File: src/sbrg_pkg.sv
// package: register map, fields and divide factors of the baud generator
package sbrg_pkg;
    // ==========================================================
    // register byte addresses
    localparam logic [7:0] ADDR_BAUD_CTRL = 8'h00;
    localparam logic [7:0] ADDR_RX_CTRL   = 8'h04;
    localparam logic [7:0] ADDR_DIV_LOW   = 8'h08;
    localparam logic [7:0] ADDR_DIV_HIGH  = 8'h0C;
    localparam logic [7:0] ADDR_TX_CTRL   = 8'h10;
    // ==========================================================
    // field positions
    localparam int BIT_RX_IDLE    = 6;  // baud_control
    localparam int BIT_WIDE_SEL   = 3;  // baud_control
    localparam int BIT_CLK_MASTER = 7;  // transmit_status_control
    localparam int BIT_SYNC_MODE  = 4;  // transmit_status_control
    localparam int BIT_HIGH_SPEED = 2;  // transmit_status_control
    localparam int BIT_TX_EMPTY   = 1;  // transmit_status_control
    // writable bits and reset values
    localparam logic [7:0] BAUD_WMASK = 8'h1B;
    localparam logic [7:0] RX_WMASK   = 8'hF8;
    localparam logic [7:0] TX_WMASK   = 8'hFD;
    localparam logic [7:0] RST_BYTE   = 8'h00;
    // ==========================================================
    // prescale factors, held as factor minus one
    localparam logic [5:0] FACT_64 = 6'h3F;
    localparam logic [5:0] FACT_16 = 6'h0F;
    localparam logic [5:0] FACT_4  = 6'h03;
endpackage : sbrg_pkg

File: src/sbrg_top.sv
// baud rate generator with apb register access
// ==============================================================
// Summary of operation
// RQ1: one divider timer serves both modes, 8 or 16 bits, 8-bit after reset.
// RQ2: the wide divider select bit set makes the timer 16 bits, else 8.
// RQ3: the timer runs freely with its period set by the divisor pair.
// RQ4: in async mode the multiplier follows high speed and wide select.
// RQ5: in sync mode the high speed select bit is ignored.
// RQ6: any write to a divisor register clears the timer at once.
// RQ7: async, 8-bit, low speed gives fosc divided by 64 times n plus one.
// RQ8: async, 16-bit, low speed gives fosc divided by 16 times n plus one.
// RQ9: sync, 8-bit gives fosc divided by 4 times n plus one.
// RQ10: n is divisor_high as bits 15 to 8 and divisor_low as bits 7 to 0.
// RQ11: software checks the receiver idle flag before changing the clock.
// RQ12: async 8-bit high speed divides by 16, async 16-bit high speed by 4.
// RQ13: in 8-bit mode only divisor_low sets the period.
// RQ14: the mode bit set selects sync, clear selects async.
// RQ15: sync with clock master set derives the shift clock from the timer.
// RQ16: the receiver idle flag reads 1 when idle, 0 while receiving.
`timescale 1ns/1ns
module sbrg_top
    import sbrg_pkg::*;
(
    input  wire logic        pclk,
    input  wire logic        presetn,
    input  wire logic        psel,
    input  wire logic        penable,
    input  wire logic        pwrite,
    input  wire logic [7:0]  paddr,
    input  wire logic [31:0] pwdata,
    input  wire logic        rx_active,
    output logic [31:0]      prdata,
    output logic             pready,
    output logic             pslverr,
    output logic             baud_tick,
    output logic             shift_clk_tick,
    output logic             sync_mode
);
    // ==========================================================
    // registers
    logic [7:0]  baud_control_reg;
    logic [7:0]  rx_ctrl_reg;
    logic [7:0]  divisor_low_reg;
    logic [7:0]  divisor_high_reg;
    logic [7:0]  tx_ctrl_reg;
    logic [5:0]  pre_reg;
    logic [15:0] timer_reg;
    logic [5:0]  factor;
    logic [15:0] limit;
    logic        wide_divider_sel;
    logic        high_speed_sel;
    logic        clock_master_sel;
    logic        pre_tick;
    logic        acc;
    logic        wr;
    logic        div_wr;
    logic        mapped;
    logic [7:0]  rd_byte;

    assign wide_divider_sel = baud_control_reg[BIT_WIDE_SEL];
    assign high_speed_sel   = tx_ctrl_reg[BIT_HIGH_SPEED];
    assign clock_master_sel = tx_ctrl_reg[BIT_CLK_MASTER];

    // ==========================================================
    // apb slave: one wait-free access phase, answer in cycle two
    assign acc    = psel & penable & pready;
    assign wr     = acc & pwrite & mapped;
    assign div_wr = wr & (paddr == ADDR_DIV_LOW || paddr == ADDR_DIV_HIGH);
    assign mapped = paddr == ADDR_BAUD_CTRL || paddr == ADDR_RX_CTRL ||
                    paddr == ADDR_DIV_LOW || paddr == ADDR_DIV_HIGH ||
                    paddr == ADDR_TX_CTRL;

    // read mux; idle flag is live, status bits read as fixed values
    always_comb begin
        rd_byte = RST_BYTE;
        case (paddr)
            ADDR_BAUD_CTRL: begin
                rd_byte = baud_control_reg;
                // RQ16 idle flag
                rd_byte[BIT_RX_IDLE] = ~rx_active;
            end
            ADDR_RX_CTRL:  rd_byte = rx_ctrl_reg;
            ADDR_DIV_LOW:  rd_byte = divisor_low_reg;
            ADDR_DIV_HIGH: rd_byte = divisor_high_reg;
            ADDR_TX_CTRL: begin
                rd_byte = tx_ctrl_reg;
                rd_byte[BIT_TX_EMPTY] = 1'b1; // no transmitter here
            end
            default:       rd_byte = RST_BYTE;
        endcase
    end

    // ready rises in the first access cycle, data and error with it
    always_ff @(posedge pclk or negedge presetn) begin
        if (!presetn) begin
            pready  <= 1'b0;
            prdata  <= 32'h0000_0000;
            pslverr <= 1'b0;
        end else begin
            pready  <= psel & ~penable;
            pslverr <= psel & ~penable & ~mapped;
            if (psel & ~penable) begin
                prdata <= {24'h00_0000, rd_byte};
            end
        end
    end

    // ==========================================================
    // control register writes, reserved and status bits masked off
    always_ff @(posedge pclk or negedge presetn) begin
        if (!presetn) begin
            // RQ1 starts 8-bit
            baud_control_reg <= RST_BYTE;
            rx_ctrl_reg      <= RST_BYTE;
            tx_ctrl_reg      <= RST_BYTE;
        end else if (wr) begin
            if (paddr == ADDR_BAUD_CTRL) begin
                baud_control_reg <= pwdata[7:0] & BAUD_WMASK;
            end
            if (paddr == ADDR_RX_CTRL) begin
                rx_ctrl_reg <= pwdata[7:0] & RX_WMASK;
            end
            if (paddr == ADDR_TX_CTRL) begin
                tx_ctrl_reg <= pwdata[7:0] & TX_WMASK;
            end
        end
    end

    // divisor pair
    always_ff @(posedge pclk or negedge presetn) begin
        if (!presetn) begin
            divisor_low_reg  <= RST_BYTE;
            divisor_high_reg <= RST_BYTE;
        end else if (wr) begin
            if (paddr == ADDR_DIV_LOW) begin
                divisor_low_reg <= pwdata[7:0];
            end
            if (paddr == ADDR_DIV_HIGH) begin
                divisor_high_reg <= pwdata[7:0];
            end
        end
    end

    // ==========================================================
    // divide factor select
    always_comb begin
        // RQ14 mode picks table
        if (sync_mode) begin
            // RQ5 high speed ignored; RQ9 sync divides by 4
            factor = FACT_4;
        end else begin
            // RQ4 async uses both bits
            case ({wide_divider_sel, high_speed_sel})
                // RQ7 divide by 64
                2'b00:   factor = FACT_64;
                // RQ8 and RQ12 divide by 16
                2'b01:   factor = FACT_16;
                2'b10:   factor = FACT_16;
                default: factor = FACT_4;
            endcase
        end
    end

    // period limit; high byte only counts in 16-bit mode
    always_comb begin
        // RQ2 and RQ10 wide divisor
        if (wide_divider_sel) begin
            limit = {divisor_high_reg, divisor_low_reg};
        end else begin
            // RQ13 low byte only
            limit = {8'h00, divisor_low_reg};
        end
    end

    assign pre_tick = pre_reg == factor;

    // prescaler; a divisor write restarts it so the first period is full
    always_ff @(posedge pclk or negedge presetn) begin
        if (!presetn) begin
            pre_reg <= 6'h00;
        end else if (div_wr || pre_tick) begin
            // RQ6 clear on write
            pre_reg <= 6'h00;
        end else begin
            pre_reg <= pre_reg + 6'h01;
        end
    end

    // free running divider timer
    always_ff @(posedge pclk or negedge presetn) begin
        if (!presetn) begin
            timer_reg <= 16'h0000;
        end else if (div_wr) begin
            // RQ6 clear on write
            timer_reg <= 16'h0000;
        end else if (pre_tick) begin
            // RQ3 runs continuously
            timer_reg <= (timer_reg >= limit) ? 16'h0000
                                              : timer_reg + 16'h0001;
        end
    end

    // ==========================================================
    // outputs, all registered
    always_ff @(posedge pclk or negedge presetn) begin
        if (!presetn) begin
            baud_tick      <= 1'b0;
            shift_clk_tick <= 1'b0;
            sync_mode      <= 1'b0;
        end else begin
            baud_tick <= pre_tick & (timer_reg >= limit) & ~div_wr;
            // RQ15 master shift clock
            shift_clk_tick <= pre_tick & (timer_reg >= limit) & ~div_wr &
                              sync_mode & clock_master_sel;
            sync_mode <= tx_ctrl_reg[BIT_SYNC_MODE];
        end
    end
endmodule : sbrg_top

File: config.mk
export PLATFORM = sky130hd
export DESIGN_NAME = sbrg_top
export DESIGN_NICKNAME = d
export VERILOG_FILES = /design/src/sbrg_pkg.sv /design/src/sbrg_top.sv
export SDC_FILE = /design/constraint.sdc
export NUM_CORES = 1
export LEC_CHECK = 0
export BUFFER_PORTS_ARGS = -buffer_cell sky130_fd_sc_hd__buf_2
export CELL_PAD_IN_SITES_DETAIL_PLACEMENT = 0
export CELL_PAD_IN_SITES_GLOBAL_PLACEMENT = 2
export CORE_MARGIN = 3
export CORE_UTILIZATION = 36
export DETAILED_ROUTE_END_ITERATION = 8
export MAX_ROUTING_LAYER = met4
export PLACE_DENSITY = 0.82
export SKIP_LAST_GASP = 1
export SYNTH_ARGS = -nofsm -noshare
export SYNTH_HDL_FRONTEND = slang
export SYNTH_SLANG_ARGS = --single-unit
File: constraint.sdc
create_clock -name pclk -period 5.32 [get_ports pclk]
set_input_delay 0.266 -clock pclk [delete_from_list [all_inputs] [get_ports pclk]]
set_output_delay 0.266 -clock pclk [all_outputs]
set_load 0.05 [all_outputs]
==> qor.txt <==
top-area cell type share of the netlist area - 46.27%
clk buf depth - 2
vias in the first global route - 2,685
max cap viols - 0
total die area - 11,310 um2
Ports - 83
Area Growth Syn to Fin - 10.15%
GRT overflow - 0
H-tree levels - 3
Sw Share - 30.91%
post-synthesis mux area share - 7.769%
Async S/R FF share, synth - 100.0%
Synth top cells by count - 67 x dfrtp_1, 35 x nand2_1, 25 x mux2_2
CTS Hold Bufs - 0
EDFF count, synth - 0
final WL - 8087 um
largest area contributor in the netlist - dfrtp_1
final worst-path cycle share - 53.82%
largest family of logic cells by synthesized area - simple AND/OR/NAND/NOR gates
DRC Markers - 0
maximum vdd ir drop - 0.00009417 V
quantity of gates resized following cts - 0
first-pass GRT wire length - 13,730 um
power share of the sequential group - 51.9%
# clock sinks - 67
post-synthesis adder-cell area fraction - 6.215%
total leakage power - 1.916 nW
Fin Setup TNS - 0 ps
CP Capture Type - flip-flop
post-CTS setup buffers - 0
Final WS setup - 2457 ps
Synth Area in XOR/XNOR - 3.142%
Arr. time, crit path - 3140 ps
clk_skew - 10.04 ps
Synth Area in Compound Gates - 12.60%
routability cong. - 0.7732
IO Port Bufs - 34
core area - 9503 um2
Distinct cells, synth - 48
status - finished, final reports clean
Storage cell area - 1677 um2
type of the most critical hold path - in -> async
synth top area cells - dfrtp_1 46%, mux2_2 7.8%, ha_1 6.2%
Clock Latency Late Sink - 350 ps
part of the power in the clock network - 34.6%
Pins Over Slew Limit - 0
Internal - 0.7510 mW
grt met2 use - 24.21%
DRT iter0 DRCs - 152
Avg WL per Cell - 15.61 um
multi-input logic area - 1735 um2
Max FO, Critical Path - 12
Post-Syn Area - 3623 um2
final setup fails - 0
met3 global-route usage - 2.429%
initial core utilization - 38.13%
Die Ht - 106.3 um
initial antenna violation count - 0
Gate power share - 13.5%
fraction of layout cells with a size suffix above 1 - 22.11%
pin count of the biggest net entering global routing - 68
transition time of the tightest slew-check pin - 905.5 ps
RSZ-0062 raised after global routing - no
Post-DRT Antenna Nets - 0
Synth Register Bits - 67
All-Layer GR Usage - 15.89%
post-route design area - 3991 um2
Yosys warning total - 0
via count - 2,666
die width - 106.3 um
post-synthesis simple-gate area fraction - 15.68%
Critical Path Start Type - flip-flop
TritonRoute pass-1 iters - 5
cts bufs inserted - 9
Cells after Synth - 352
site row count - 35
final design utilization - 42.00%
routed vias/inst - 5.147
Seq/Total Area, Yosys - 46.27%
total net switching power - 0.3359 mW
hold_ws - 97.39 ps
FMAX - 349.3 MHz
detailed-placement wirelength estimate - 5935 um
Hold Vio Cnt, Final - 0
pre-CTS setup slack - 2470 ps
average size of a mapped cell - 10.29 um2
CTS tree - yes
fillers - 968
reg2reg setup slack - 2460 ps
Antenna Cells - 0
grt met1 use - 21.18%
Worst EP required - 5590 ps
Worst-path clk slew - 80 ps
root buffer cell - clkbuf_8
fin crit period - 2863 ps
Slew Limit Headroom - 39.41%
number of flip-flops in the largest register - 16
most frequent cell after synthesis - dfrtp_1
placed instance area - 3822 um2
Power Density - 272.3 nW/um2
# nets final - 448
busiest layer in global routing - met2
ys flop type - dfrtp_1
CP Class - reg -> reg
final cells by class:
cell class,instances,share of cell area [%]
Timing Repair Buffer,38,5.016
Multi-Input combinational cell,255,43.48
Clock inverter,6,1.034
Tap cell,129,4.044
Sequential cell,67,42.01
Inverter,13,1.223
Clock buffer,10,3.197
metal layers:
metal | share of wire, % | routed length, um | vias up
li1 | - | - | 1277
met1 | 48 | 3847 | 1320
met2 | 46 | 3760 | 58
met3 | 4.3 | 346 | 11
met4 | 1.6 | 132 | 0
met5 | 0 | 0 | -
final timing paths:
path	startpoint	end	cells past startpoint
setup reg to reg	baud_control_reg[3]$_DFFE_PN0P_	timer_reg[5]$_DFFE_PN0N_	9
min in group pclk	pwdata[1]	divisor_low_reg[1]$_DFFE_PN0P_	3
max in group asynchronous	presetn	tx_ctrl_reg[2]$_DFFE_PN0P_	2
hold reg to reg	tx_ctrl_reg[4]$_DFFE_PN0P_	sync_mode$_DFF_PN0_	0
hold / removal	presetn	tx_ctrl_reg[6]$_DFFE_PN0P_	2
setup / recovery	baud_control_reg[3]$_DFFE_PN0P_	timer_reg[5]$_DFFE_PN0N_	9
stage by stage:
stage / power (mW) / cells
final: 1.087 / 518
after global routing: 1.142 / 518
after CTS: 1.101 / 518
after detailed placement: 0.7230 / 502
after global placement: 0.7187 / 502
after floorplan: 0.6923 / 375
layout by cell type, fill, tap and decap left out, drive strengths merged, types with 7 or more instances in the layout:
cell and n:
dfrtp 67, buf 38, nand2 35, mux2 25
conb 24, nor2 21, o21ai 19, ha 18
a21oi 17, inv 14, nand3 12, xnor2 11
clkbuf 10, and3 9, nor3 7
power by group through the flow:
stage / Sequential (mW) / Combinational (mW) / Clock, mW
after detailed placement: 0.574 / 0.149 / 0
final: 0.564 / 0.147 / 0.376
after CTS: 0.564 / 0.149 / 0.387
after floorplan: 0.580 / 0.112 / 0
after global placement: 0.573 / 0.146 / 0
after global routing: 0.570 / 0.163 / 0.410
critical path: stages (launching register included):
cell      delay [ps]
dfrtp_1          600
nand2_1          150
ha_1             320
a21oi_1          120
o21ai_0          100
a221oi_1         360
and3_1           440
o21ai_0          310
buf_4            270
a21oi_1          120
logic make-up after synthesis:
kind of cell             count (synthesis)
AO/OA/AOI/OAI                           65
XOR/XNOR                                13
adder cells (fa/ha/maj)                 18
buffers and inverters                   53
flip-flops                              67
multiplexers                            25
other                                    1
AND/OR/NAND/NOR                        110
(Power assumes the default switching activity.)
